$ cat src/logic/ugef_pkg.sv
// constants shared by the global event flag block
package ugef_pkg;
  // ----------------------------------------------------------------
  // register byte offsets
  // ----------------------------------------------------------------
  localparam logic [11:0] ADDR_BUSCFG  = 12'h000;
  localparam logic [11:0] ADDR_DEVCFG  = 12'h004;
  localparam logic [11:0] ADDR_DEVCTL  = 12'h008;
  localparam logic [11:0] ADDR_DEVSTAT = 12'h00C;
  localparam logic [11:0] ADDR_HOSTCFG = 12'h010;
  localparam logic [11:0] ADDR_FLAGS   = 12'h014;
  // ----------------------------------------------------------------
  // global_event_flags bit positions
  // ----------------------------------------------------------------
  localparam int B_ROLE    = 0;
  localparam int B_MFLT    = 1;
  localparam int B_OTG     = 2;
  localparam int B_SOF     = 3;
  localparam int B_RXNE    = 4;
  localparam int B_NPTX    = 5;
  localparam int B_INNAK   = 6;
  localparam int B_OUTNAK  = 7;
  localparam int B_IDLEW   = 10;
  localparam int B_SLEEP   = 11;
  localparam int B_BRST    = 12;
  localparam int B_ENUM    = 13;
  localparam int B_ISODROP = 14;
  localparam int B_PFEND   = 15;
  localparam int B_IEP     = 18;
  localparam int B_OEP     = 19;
  localparam int B_ISOIN   = 20;
  localparam int B_PINC    = 21;
  localparam int B_HPORT   = 24;
  localparam int B_HCH     = 25;
  // sticky bits that a written one clears
  localparam logic [31:0] W1C_MASK = 32'h0030_FC0A;
  // ----------------------------------------------------------------
  // control fields and reset values
  // ----------------------------------------------------------------
  localparam int DCTL_SET_OUT = 0;
  localparam int DCTL_SET_IN  = 1;
  localparam int DCTL_CLR_OUT = 2;
  localparam int DCTL_CLR_IN  = 3;
  localparam int DSTAT_SPD    = 1;
  localparam int DSTAT_FNUM   = 8;
  localparam logic [31:0] RESET_WORD = 32'h0000_0000;
  // ----------------------------------------------------------------
  // timing
  // ----------------------------------------------------------------
  localparam int CLK_KHZ      = 25000;
  localparam int IDLE_TIME_MS = 3;
  localparam int IDLE_CYCLES  = IDLE_TIME_MS * CLK_KHZ;
  localparam int FRAME_BITS   = 12000;
  localparam int PF_PCT0      = 80;
  localparam int PF_PCT1      = 85;
  localparam int PF_PCT2      = 90;
  localparam int PF_PCT3      = 95;
  // bus slave states
  typedef enum logic [2:0] {
    BUS_IDLE = 3'b001,
    BUS_WR   = 3'b010,
    BUS_RD   = 3'b100
  } ugef_bus_t;
endpackage : ugef_pkg

$ cat src/logic/ugef_top.sv
// global event flag register of the full-speed controller, AHB-Lite slave
module ugef_top #(
  parameter int IDLE_CYCLES = ugef_pkg::IDLE_CYCLES, // bus idle time before suspend
  parameter int FW          = 9,                     // FIFO word count width
  parameter int NPTX_DEPTH  = 256                    // non-periodic tx FIFO depth
) (
  input  wire logic          SYS_CLK,          // system clock
  input  wire logic          RST_N,            // synchronous reset, active low
  input  wire logic          HSEL,             // slave select
  input  wire logic [31:0]   HADDR,            // byte address
  input  wire logic [1:0]    HTRANS,           // transfer type
  input  wire logic          HWRITE,           // write when high
  input  wire logic [2:0]    HSIZE,            // transfer size
  input  wire logic [31:0]   HWDATA,           // write data
  input  wire logic          HREADY,           // bus ready
  output logic      [31:0]   HRDATA,           // read data
  output logic               HREADYOUT,        // slave ready
  output logic               HRESP,            // response, always okay
  input  wire logic          ROLE_HOST,        // current role, high for host
  input  wire logic          HC_IRQ,           // any host channel request
  input  wire logic          HPORT_IRQ,        // any port change cause
  input  wire logic          OEP_IRQ,          // any OUT endpoint request
  input  wire logic          IEP_IRQ,          // any IN endpoint request
  input  wire logic          OTG_IRQ,          // any OTG event cause
  input  wire logic          FRAME_END,        // host frame end pulse
  input  wire logic          PERIODIC_PENDING, // host periodic work left
  input  wire logic [13:0]   BUS_TIME,         // bit times into frame
  input  wire logic          ISO_IN_PENDING,   // iso IN work left
  input  wire logic          ISO_OUT_PENDING,  // iso OUT work left
  input  wire logic          ISO_OUT_PKT,      // iso OUT packet arrives
  input  wire logic [FW-1:0] ISO_OUT_LEN,      // its length in words
  input  wire logic [FW-1:0] RX_FREE,          // free rx FIFO words
  input  wire logic [FW-1:0] RX_ENTRIES,       // entries in rx FIFO
  input  wire logic [FW-1:0] NPTX_FREE,        // free tx FIFO words
  input  wire logic          ENUM_DONE,        // speed enumeration done pulse
  input  wire logic [1:0]    ENUM_SPEED,       // enumerated speed
  input  wire logic          BUS_RESET,        // reset signalling seen pulse
  input  wire logic          BUS_IDLE,         // bus idle level
  input  wire logic          SOF_PREPARE,      // host SOF about to go pulse
  input  wire logic          SOF_RX,           // device SOF token pulse
  input  wire logic [10:0]   FRAME_NUM,        // received frame number
  input  wire logic          XFER_IDLE,        // no transaction in progress
  output logic               OUT_NAK_REQ,      // global OUT NAK requested
  output logic               IN_NAK_REQ,       // global IN NAK requested
  output logic               SUSPENDED,        // device in suspend state
  output logic               HOST_SOF_EN       // host frame generation on
);
  // ----------------------------------------------------------------
  // state
  // ----------------------------------------------------------------
  localparam int ICW = $clog2(IDLE_CYCLES + 1);

  typedef struct packed {
    ugef_pkg::ugef_bus_t bus;
    logic [11:0]         wa;
    logic [31:0]         rdata;
    logic [31:0]         flags;
    logic [ICW-1:0]      idle_cnt;
    logic                sleep;
    logic [13:0]         btime;
    logic                out_req;
    logic                in_req;
    logic                out_act;
    logic                in_act;
    logic                tx_fifo_threshold_select;
    logic [1:0]          periodic_frame_end_time;
    logic [1:0]          speed;
    logic [10:0]         fnum;
    logic                sof_en;
  } ugef_state_t;

  localparam ugef_state_t ST_RESET = '{bus: ugef_pkg::BUS_IDLE, default: '0};

  ugef_state_t st_q;
  ugef_state_t st_d;

  // ----------------------------------------------------------------
  // decoders
  // ----------------------------------------------------------------
  // true when the register may be touched in the given role
  function automatic logic access_ok(input logic [11:0] a, input logic host);
    logic dev_only;
    logic host_only;
    dev_only  = (a == ugef_pkg::ADDR_DEVCFG) || (a == ugef_pkg::ADDR_DEVCTL) ||
                (a == ugef_pkg::ADDR_DEVSTAT);
    host_only = (a == ugef_pkg::ADDR_HOSTCFG);
    return !((dev_only && host) || (host_only && !host));
  endfunction : access_ok

  // periodic frame end point in bit times
  function automatic logic [13:0] pf_limit(input logic [1:0] sel);
    int pct;
    unique case (sel)
      2'd0: pct = ugef_pkg::PF_PCT0;
      2'd1: pct = ugef_pkg::PF_PCT1;
      2'd2: pct = ugef_pkg::PF_PCT2;
      2'd3: pct = ugef_pkg::PF_PCT3;
    endcase
    return 14'(ugef_pkg::FRAME_BITS * pct / 100);
  endfunction : pf_limit

  logic        host;
  logic        aph;
  logic        rd_flags;
  logic        pf_hit;
  logic        nptx_low;
  logic        sof_set;
  logic [31:0] sets;
  logic [31:0] live;
  logic [31:0] rd_val;
  logic [31:0] clr;

  assign host = ROLE_HOST;
  assign aph  = HSEL && HTRANS[1] && HREADY;
  assign rd_flags = aph && !HWRITE && (HADDR[11:0] == ugef_pkg::ADDR_FLAGS);

  // ----------------------------------------------------------------
  // event detection
  // ----------------------------------------------------------------
  // crossing test, so a bus time that jumps past the point still hits once
  assign pf_hit = !host && (BUS_TIME >= pf_limit(st_q.periodic_frame_end_time)) &&
                  (st_q.btime < pf_limit(st_q.periodic_frame_end_time));
  // threshold select low means half empty, high means completely empty
  assign nptx_low = host && (st_q.tx_fifo_threshold_select ? (NPTX_FREE == FW'(NPTX_DEPTH)) :
                             (NPTX_FREE >= FW'(NPTX_DEPTH / 2)));
  assign sof_set = (host && SOF_PREPARE) || (!host && SOF_RX);

  // sticky events; they set whatever the interrupt enables say
  always_comb begin
    sets = '0;
    sets[ugef_pkg::B_PINC]    = (host && FRAME_END && PERIODIC_PENDING) ||
                                (pf_hit && ISO_OUT_PENDING);
    sets[ugef_pkg::B_ISOIN]   = pf_hit && ISO_IN_PENDING;
    sets[ugef_pkg::B_PFEND]   = pf_hit;
    sets[ugef_pkg::B_ISODROP] = !host && ISO_OUT_PKT && (RX_FREE < ISO_OUT_LEN);
    sets[ugef_pkg::B_ENUM]    = !host && ENUM_DONE;
    sets[ugef_pkg::B_BRST]    = !host && BUS_RESET;
    // fires once per idle stretch, so a held count cannot re-set a cleared flag
    sets[ugef_pkg::B_IDLEW]   = !host && BUS_IDLE && !st_q.sleep &&
                                (st_q.idle_cnt == ICW'(IDLE_CYCLES - 1));
    sets[ugef_pkg::B_SLEEP]   = sets[ugef_pkg::B_IDLEW];
    sets[ugef_pkg::B_SOF]     = sof_set;
    sets[ugef_pkg::B_MFLT]    = aph && !access_ok(HADDR[11:0], host);
  end

  // level bits follow their causes and clear with them
  always_comb begin
    live = '0;
    live[ugef_pkg::B_HCH]    = host && HC_IRQ;
    live[ugef_pkg::B_HPORT]  = host && HPORT_IRQ;
    live[ugef_pkg::B_OEP]    = !host && OEP_IRQ;
    live[ugef_pkg::B_IEP]    = !host && IEP_IRQ;
    live[ugef_pkg::B_OUTNAK] = st_q.out_act;
    live[ugef_pkg::B_INNAK]  = st_q.in_act;
    live[ugef_pkg::B_NPTX]   = nptx_low;
    live[ugef_pkg::B_RXNE]   = (RX_ENTRIES != '0);
    live[ugef_pkg::B_OTG]    = OTG_IRQ;
    live[ugef_pkg::B_ROLE]   = host;
  end

  // ----------------------------------------------------------------
  // read multiplexer
  // ----------------------------------------------------------------
  // unmapped and wrong-role reads return zero
  always_comb begin
    rd_val = ugef_pkg::RESET_WORD;
    if (access_ok(HADDR[11:0], host)) begin
      unique case (HADDR[11:0])
        ugef_pkg::ADDR_BUSCFG:  rd_val[0] = st_q.tx_fifo_threshold_select;
        ugef_pkg::ADDR_DEVCFG:  rd_val[1:0] = st_q.periodic_frame_end_time;
        ugef_pkg::ADDR_DEVCTL:  rd_val[1:0] = {st_q.in_req, st_q.out_req};
        ugef_pkg::ADDR_DEVSTAT: begin
          rd_val[0] = st_q.sleep;
          rd_val[ugef_pkg::DSTAT_SPD +: 2] = st_q.speed;
          rd_val[ugef_pkg::DSTAT_FNUM +: 11] = st_q.fnum;
        end
        ugef_pkg::ADDR_HOSTCFG: rd_val[0] = st_q.sof_en;
        ugef_pkg::ADDR_FLAGS:   rd_val = st_q.flags | live;
        default:                rd_val = ugef_pkg::RESET_WORD;
      endcase
    end
  end

  // ----------------------------------------------------------------
  // next state
  // ----------------------------------------------------------------
  always_comb begin
    st_d = st_q;
    clr  = '0;
    // bus slave: address phase decides, data phase writes
    unique case (st_q.bus)
      ugef_pkg::BUS_IDLE,
      ugef_pkg::BUS_WR,
      ugef_pkg::BUS_RD: begin
        if (st_q.bus == ugef_pkg::BUS_WR) begin
          unique case (st_q.wa)
            ugef_pkg::ADDR_BUSCFG:  st_d.tx_fifo_threshold_select = HWDATA[0];
            ugef_pkg::ADDR_DEVCFG:  st_d.periodic_frame_end_time = HWDATA[1:0];
            ugef_pkg::ADDR_DEVCTL: begin
              if (HWDATA[ugef_pkg::DCTL_SET_OUT]) st_d.out_req = 1'b1;
              if (HWDATA[ugef_pkg::DCTL_SET_IN]) st_d.in_req = 1'b1;
              if (HWDATA[ugef_pkg::DCTL_CLR_OUT]) st_d.out_req = 1'b0;
              if (HWDATA[ugef_pkg::DCTL_CLR_IN]) st_d.in_req = 1'b0;
            end
            ugef_pkg::ADDR_HOSTCFG: st_d.sof_en = HWDATA[0];
            ugef_pkg::ADDR_FLAGS:   clr = HWDATA & ugef_pkg::W1C_MASK;
            default:                clr = '0;
          endcase
        end
        st_d.bus = ugef_pkg::BUS_IDLE;
        if (aph && HWRITE && access_ok(HADDR[11:0], host) &&
            (HSIZE == 3'b010)) begin
          st_d.bus = ugef_pkg::BUS_WR;
          st_d.wa  = HADDR[11:0];
        end else if (aph && !HWRITE) begin
          st_d.bus   = ugef_pkg::BUS_RD;
          st_d.rdata = rd_val;
        end
      end
    endcase
    // a set in the same cycle as its clear wins
    st_d.flags = ((st_q.flags & ~clr) | sets) & ugef_pkg::W1C_MASK;
    // idle counter and suspend state
    if (!BUS_IDLE || host) begin
      st_d.idle_cnt = '0;
      st_d.sleep    = 1'b0;
    end else if (st_q.idle_cnt != ICW'(IDLE_CYCLES - 1)) begin
      st_d.idle_cnt = st_q.idle_cnt + ICW'(1);
    end else begin
      st_d.sleep = 1'b1;
    end
    st_d.btime = BUS_TIME;
    // NAK becomes effective only between transactions
    if (!st_d.out_req) begin
      st_d.out_act = 1'b0;
    end else if (st_q.out_req && XFER_IDLE) begin
      st_d.out_act = 1'b1;
    end
    if (!st_d.in_req) begin
      st_d.in_act = 1'b0;
    end else if (st_q.in_req && XFER_IDLE) begin
      st_d.in_act = 1'b1;
    end
    if (!host && ENUM_DONE) begin
      st_d.speed = ENUM_SPEED;
    end
    if (!host && SOF_RX) begin
      st_d.fnum = FRAME_NUM;
    end
  end

  // ----------------------------------------------------------------
  // state register
  // ----------------------------------------------------------------
  always_ff @(posedge SYS_CLK) begin
    if (!RST_N) begin
      st_q <= ST_RESET;
    end else begin
      st_q <= st_d;
    end
  end

  // outputs; zero wait states keep the master free to pipeline
  assign HRDATA      = st_q.rdata;
  assign HREADYOUT   = 1'b1;
  assign HRESP       = 1'b0;
  assign OUT_NAK_REQ = st_q.out_req;
  assign IN_NAK_REQ  = st_q.in_req;
  assign SUSPENDED   = st_q.sleep;
  assign HOST_SOF_EN = st_q.sof_en;
endmodule : ugef_top

$ cat config.mk
export PLATFORM = sky130hd
export DESIGN_NAME = ugef_top
export DESIGN_NICKNAME = d
export VERILOG_FILES = /design/src/logic/ugef_pkg.sv /design/src/logic/ugef_top.sv
export SDC_FILE = /design/constraint.sdc
export NUM_CORES = 1
export LEC_CHECK = 0
export ABC_AREA = 1
export ABC_CLOCK_PERIOD_IN_PS = 2200
export BUFFER_PORTS_ARGS = -buffer_cell sky130_fd_sc_hd__buf_2
export CAP_MARGIN = 15
export CORE_MARGIN = 5
export CORE_UTILIZATION = 40
export CTS_BUF_LIST = sky130_fd_sc_hd__clkbuf_4 sky130_fd_sc_hd__clkbuf_8
export CTS_CLUSTER_DIAMETER = 100
export CTS_CLUSTER_SIZE = 24
export DETAILED_ROUTE_END_ITERATION = 10
export GPL_TIMING_DRIVEN = 0
export PLACE_DENSITY = 0.69
export REMOVE_ABC_BUFFERS = 1
export SYNTH_ARGS = -nofsm -noshare
export SYNTH_HDL_FRONTEND = slang
export SYNTH_SLANG_ARGS = --single-unit
$ cat constraint.sdc
create_clock -name SYS_CLK -period 2.2 [get_ports SYS_CLK]
set_clock_uncertainty 0.15 [all_clocks]
set_input_delay 0.22 -clock SYS_CLK [delete_from_list [all_inputs] [get_ports SYS_CLK]]
set_output_delay 0.22 -clock SYS_CLK [all_outputs]
set_load 0.05 [all_outputs]
; Word level (Yosys, flattened, before mapping)
; Index checks and enable logic that the tools add are counted.
[word_totals]
output_inout_bits = 38
reg_bits = 110
[op_classes]
eq_ne = 26
n_mul = 1
order_cmp = 4
n_mux = 32
div = 1
n_reduce_logical = 54
bitwise_logic = 5
n_addsub = 1
[op_table]
columns = operator, n
row1 = case mux 32 bit (4 select lines), 1
row2 = two-way mux 32 bit, 3
row3 = two-way mux 22 bit, 3
row4 = "equality test 12 x 5 -> 1 bit, second input constant", 4
row5 = two-way mux 47 bit, 1
row6 = "equality test 12 x 4 -> 1 bit, second input constant", 3
row7 = "divider 32 x 8 -> 32 bit, second input constant", 1
row8 = "multiplier 10 x 32 -> 27 bit, first input constant", 1
row9 = logical AND 1 bit, 31
row10 = bitwise OR 22 x 26 -> 26 bit, 1
row11 = "equality test 12 x 3 -> 1 bit, second input constant", 2
row12 = logical NOT 12 bit, 2
row13 = AND 22 bit, 1
row14 = NOT 22 bit, 1
row15 = bitwise OR 22 bit, 1
row16 = case mux 11 bit (2 select lines), 1
row17 = "adder 17 x 1 -> 17 bit, second input constant", 1
row18 = "equality test 17 bit, second input constant", 1
row19 = "inequality test 17 bit, second input constant", 1
row20 = greater-or-equal comparator 14 bit, 1
row21 = < comparator 14 bit, 1
row22 = two-way mux 13 bit, 1
row23 = two-way mux 12 bit, 1
row24 = two-way mux 3 bit, 4
row25 = 24 further kinds, 56

; Depth between registers and ports, before layout
[logic_depth]
depth_word = 10
ltp_mapped = 17
ltp_nobuf = 17

; Least setup slack after synthesis
; Ideal clock, no wire load.
[synth_path]
kind = flip-flop to flip-flop
startpoint = reg st_q[14] in the netlist's numbering
endpoint = reg st_q[73] in the netlist's numbering
setup_ps = 70
path_buffers = 0
synth_period_minus_slack_ps = 2444
setup_slack_ps = -244
stages_incl_launch_ff = 17
arrival_time_ps = 2224
required_ps = 1980
path_cell_list = dfxtp_1 inv_1 ha_1 inv_1 nand2_1 nand2_1 o21ai_0 nand2_1 inv_1 ha_1 a21oi_1 nor2_1 a211oi_1 nand2_1 a21oi_1 nand3_1 a21oi_1
[synth_between]
elab_chain_cells = 9
elab_cells_between_ends = 13
classes_between = 1 x mul / 1 x div / 2 x order compare / 3 x eq/ne / 1 x mux / 1 x bitwise / 4 x reduce/logical
[synth_lines]
columns = item, line_no
row1 = from (decl), ugef_top.sv:74  ; ugef_state_t st_q;
row2 = from (signal assigned), ugef_top.sv:259  ; st_q <= st_d;
row3 = equality test 2 bit (tied with other cells), ugef_top.sv:93  ; unique case (sel)
row4 = case mux 32 bit (4 select lines) *, ugef_top.sv:93
row5 = multiplier 10 x 32 -> 27 bit *, ugef_top.sv:99  ; return 14'(ugef_pkg::FRAME_BITS * pct / 100);
row6 = divider 32 x 8 -> 32 bit *, ugef_top.sv:99
row7 = greater-or-equal comparator 14 bit, ugef_top.sv:121  ; assign pf_hit = !host && (BUS_TIME >= pf_limit(st_q.periodic_frame_end_time)) &&
row8 = logical AND 1 bit, ugef_top.sv:121
row9 = logical AND 1 bit *, ugef_top.sv:121
row10 = logical AND 1 bit *, ugef_top.sv:133  ; sets[ugef_pkg::B_ISOIN] = pf_hit && ISO_IN_PENDING;
row11 = bitwise OR 22 bit *, ugef_top.sv:222  ; st_d.flags = ((st_q.flags & ~clr) | sets) & ugef_pkg::W1C_MASK;
; Every way passes the cells marked *; elsewhere a longest branch is shown, timed or not. The select of a mux whose other input is x is not followed.
; A chain may end at the register's enable or synchronous reset.

; Worst setup path after layout
[layout_path]
startpoint = reg st_q[15] in the netlist's numbering
endpoint = reg st_q[68] in the netlist's numbering
[layout_between]
elab_chain_cells = 8
elab_cells_between_ends = 12
classes_between = 1 x mul / 1 x div / 2 x order compare / 3 x eq/ne / 1 x mux / 1 x bitwise / 3 x reduce/logical
[layout_lines]
columns = item, line_no
row1 = equality test 2 bit (tied with other cells), ugef_top.sv:93
row2 = case mux 32 bit (4 select lines) *, ugef_top.sv:93
row3 = multiplier 10 x 32 -> 27 bit *, ugef_top.sv:99
row4 = divider 32 x 8 -> 32 bit *, ugef_top.sv:99
row5 = greater-or-equal comparator 14 bit, ugef_top.sv:121
row6 = logical AND 1 bit, ugef_top.sv:121
row7 = logical AND 1 bit *, ugef_top.sv:121
row8 = bitwise OR 22 bit *, ugef_top.sv:222
; Marks and branches as above.

==> results.md <==
Global route:
- Entering global routing, the biggest net connects 46 pins.
- The total track usage is 18.8%.
- The global-route wire length before repair is 24,400 um.
- The via count of the first global-routing pass is 5,054.
- The number of antenna violations at the first check in global routing was 0.
- The total grt overflow is 0.

Synthesis:
- Yosys mapped the design onto 45 distinct sky130hd cell types.
- The top cell type by area accounts for 37.2% of the synthesized area.
- During synthesis, Yosys emitted a total of 0 warnings.
- The number of instances in the synthesized netlist is 728.
- By area the synthesized netlist is led by sky130_fd_sc_hd__dfxtp_1, sky130_fd_sc_hd__ha_1, sky130_fd_sc_hd__nand2_1.
- The cell area after technology mapping is 5480 um^2.
- The synthesis-stage register bit count is 102.
- The synthesized area per cell is 7.53 um^2.
- The share of the yosys chip area belonging to registers is 37.2%.
- The biggest area consumer among synthesized cells is sky130_fd_sc_hd__dfxtp_1.

Place:
- The estimated wirelength of the detail-placed design is 10,500 um.
- Routability-driven placement finished with a final weighted congestion of 0.832.
- The instance count after placement with tap cells included is 1,000.
- Summing all placed instances gives a cell area of 6090 um^2.
- The count of input and output buffers is 140.

Outcome:
- The run finished, with violations left.
- The checks that failed: setup timing.

Timing:
- The actual transition at the worst max-transition pin is 0.708 ns.
- The number of pins exceeding their max-slew limit in the final report is 0.
- The routed design could run at a clock period as short as 2.36 ns.
- The fmax is 0.424 GHz.
- Headroom to the max-slew limit came out at 52.8%.
- Setup repair after global routing could not meet its margin everywhere.
- The share of the clock period used by the worst path after layout is 107%.
- On the final layout, the worst hold slack is 0.0162 ns.
- After layout, the worst setup slack is -0.159 ns.
- The number of hold violations in the final report is 0.
- The total setup violations reported at the end of the flow is 3.

CTS:
- The master cell of the clock root buffer is sky130_fd_sc_hd__clkbuf_8.
- TritonCTS built the clock tree.
- The clock net in this run drives a total of 102 sinks.
- Clock-pin slew was measured on the worst setup and hold paths at 0.10 ns.
- Clock latency on the worst-skew pair, taken at its later pin, is 0.39 ns.
- In this run, CTS created clock tree buffers numbering 9.
- CTS built an H-tree with a depth of 3.
- The clock passes through at most 2 buffers.

Worst setup path:
- Among all stages on the critical path, the largest delay is contributed by sky130_fd_sc_hd__dfxtp_4.
- The critical path capture point type is a flip-flop.
- The end of the critical path is st_q[68].
- For flop-to-flop paths, the worst setup slack is -0.16 ns.
- The startpoint class of the critical path is a flip-flop.
- For the worst flop-to-flop path, the logic depth is 17.
- The destination of the worst register-to-register timing path is st_q[68].
- The cell repeated most along the worst path is sky130_fd_sc_hd__nand2_2.
- In this design, the stage delay of the slowest critical-path cell is 0.41 ns.
- At the worst endpoint, the required time is 2.36 ns.
- The worst register-to-register path begins at st_q[15].
- The data arrival time of the critical path is 2.52 ns.
- The critical path goes through inv_6 > ha_4 > inv_4 > nand2_2 > nand2_2 > o21ai_2 > nand2_4 > buf_6 > inv_4 > ha_4 > nand2_2 > nand2_2 > nand2_2 > nand2_2 > a21oi_4 > nand2_2 > a21oi_2.
- Of all nets on the critical path, the largest fanout is 6.
- Tracing the worst setup path back leads to its startpoint at st_q[15].
- The critical path in this run is classified as reg2reg.

Power:
- The total internal power is 3.05 mW.
- The clock power share is 33.8%.
- The leakage power summed over all cells is 3.25 nW.
- The switching part of the total is 29.3%.
- The power density normalized to cell area is 593 nW/um^2.
- The worst vdd rail ir drop is 0.000395 V.
- Summed over all nets, the switching power comes to 1.26 mW.
- The power consumption is 4.31 mW.
- The portion of total power attributed to sequential cells is 45.8%.
- Combinational cells account for 20.4% of the total power.

Layout:
- The area occupied by registers is 2050 um^2.
- The antenna diode instance count is 0.
- Leaving out filler cells and counting taps, the final layout contains 1,084.
- The share of the core filled with cells is 54.5%.
- The fraction of final layout cells sized beyond drive strength 1 is 30.6%.
- The fill cell total of the finished layout is 1,221.
- Compared with the post-synthesis result, the final layout area differs by 32.6%.
- Leaving out fill and tap cells, the most frequent cells in the layout are sky130_fd_sc_hd__buf_2, sky130_fd_sc_hd__dfxtp_1, sky130_fd_sc_hd__nand2_1, sky130_fd_sc_hd__inv_1, sky130_fd_sc_hd__nor2_1.
- The area of the multi-input gates is 3010 um^2.
- The leading cell type in the layout, fill and taps excluded is sky130_fd_sc_hd__buf_2.
- The post-route standard cell area excluding fillers is 7270 um^2.
- The final net count is 1,095.

Routing:
- For this run, the detailed router's first-pass iteration total came to 4.
- In the final routed layout, each cell accounts on average for 14.3 um.
- The post-detailed-route DRC marker count is 0.
- After the first detailed-routing iteration, the DRC count stood at 226.
- The total routed wirelength is 15,600 um.
- Using the TritonRoute via totals, the vias-per-cell ratio works out to 4.82.
- The count of nets left with antenna violations once routing finished came out at 0.
- The routed layout has 5,228 vias.

Die:
- The core region is 13,300 um^2.
- The horizontal die dimension is 127 um.
- The number of top-level design ports is 192.
- The die is 127 um tall.
- The initial utilization of the core area, before any placement, comes to 41.1%.
- The total die area is 16,100 um^2.
- Row generation in the floorplan step produced 42 rows.

Hold path:
- In this run the worst hold path is classified as in2reg.

Job:
- Max-cap violations in this run came to 0.
-- metrics by stage --
| step | setup slack [ns] | setup TNS [ns] |
|---|---|---|
| 6_report | -0.159 | -0.465 |
| 5_1_grt | -0.273 | -0.814 |
| 4_1_cts | -0.151 | -0.392 |
| 3_5_place_dp | -0.669 | -8.52 |
| 3_3_place_gp | -0.644 | -13.38 |
| 2_1_floorplan | -0.245 | -0.706 |
-- metal layers --
metal  GRT usage (%)  part of all wire, %  vias to the layer above
met2            32.4                   49                      138
met3            4.38                  5.7                       23
met1            22.9                   44                     2354
li1                -                    -                     2713
met4            6.56                  1.6                        0
met5               0                    0                        -
-- cells in the mapped netlist, drive strengths merged --
cell / instances
nand2: 125
dfxtp: 102
inv: 90
nor2: 79
a21oi: 70
o21ai: 64
buf: 42
ha: 38
nand3: 31
nor3: 22
o211ai: 13
clkbuf: 11
nand4: 9
nor4: 7
or2: 7
o21bai: 3
a211oi: 2
a31oi: 2
conb: 2
a211o: 1
a32oi: 1
and3: 1
nand3b: 1
nor4b: 1
o2111a: 1
o21a: 1
o221a: 1
xor2: 1
-- state kept, by name, indices dropped and copies added (netlist names) --
signal and count:
OUT_NAK_REQ 1, live 2, HOST_SOF_EN 1, HRDATA 24, IN_NAK_REQ 1, st_q 72
SUSPENDED 1
-- critical path, delay by kind of cell, from the launching register on --
| family | cells | cell delay (ns) |
|---|---|---|
| adders and majority gates | 2 | 0.48 |
| and+or+nand+nor | 8 | 0.50 |
| DFF | 1 | 0.41 |
| AOI/OAI and AO/OA | 3 | 0.45 |
| buffers and inverters | 4 | 0.29 |
-- final cells by class --
class                   instances  share of cell area [%]
multi-input cells             491                    41.4
flip-flops and latches        102                    28.2
repair buffers                209                    18.9
inverters                      90                    5.08
well taps                     176                    3.03
clock buffers                   9                    1.70
clock inverters                 7                    1.65
-- kinds of logic (layout without fill, tap and decap cells) --
logic type      after synthesis  after routing  share of synthesized area [%]
compound gates              159            159                           16.7
xor+xnor                      1              1                          0.160
fa+ha+maj                    38             38                           8.67
buf+inv                     143            315                           13.0
flops                       102            102                           37.2
other cells                   2             10                          0.137
simple gates                283            283                           24.2
-- power by group through the flow --
| stage | logic, mW | registers [mW] | clock network (mW) |
|---|---|---|---|
| 2_1_floorplan | 0.339 | 2.10 | 0 |
| 3_3_place_gp | 0.668 | 2.01 | 0 |
| 3_5_place_dp | 0.681 | 2.01 | 0 |
| 4_1_cts | 0.804 | 1.97 | 1.49 |
| 5_1_grt | 0.971 | 1.98 | 1.56 |
| 6_report | 0.879 | 1.97 | 1.46 |
-- worst min path at each step --
stage,slack [ns],end,start,cells after the start
6_report,0.02,st_q[130],HSIZE[0],4
5_1_grt,0.01,st_q[130],HSIZE[0],4
4_1_cts,0.002,st_q[120],HADDR[3],3
3_5_place_dp,0.28,st_q[23],BUS_TIME[2],3
3_3_place_gp,0.28,st_q[23],BUS_TIME[2],3
2_1_floorplan,0.16,st_q[131],HWRITE,1
-- timing repair --
action / in CTS / in global routing
pin swaps: 13 / 18
endpoints found under the hold margin: 50 / 0
endpoints found under the setup margin: 27 / 28
gates resized for setup: 37 / 42
setup buffers: 11 / 4
hold buffers: 53 / 0
Note: power is estimated with default switching activity, not from simulation.
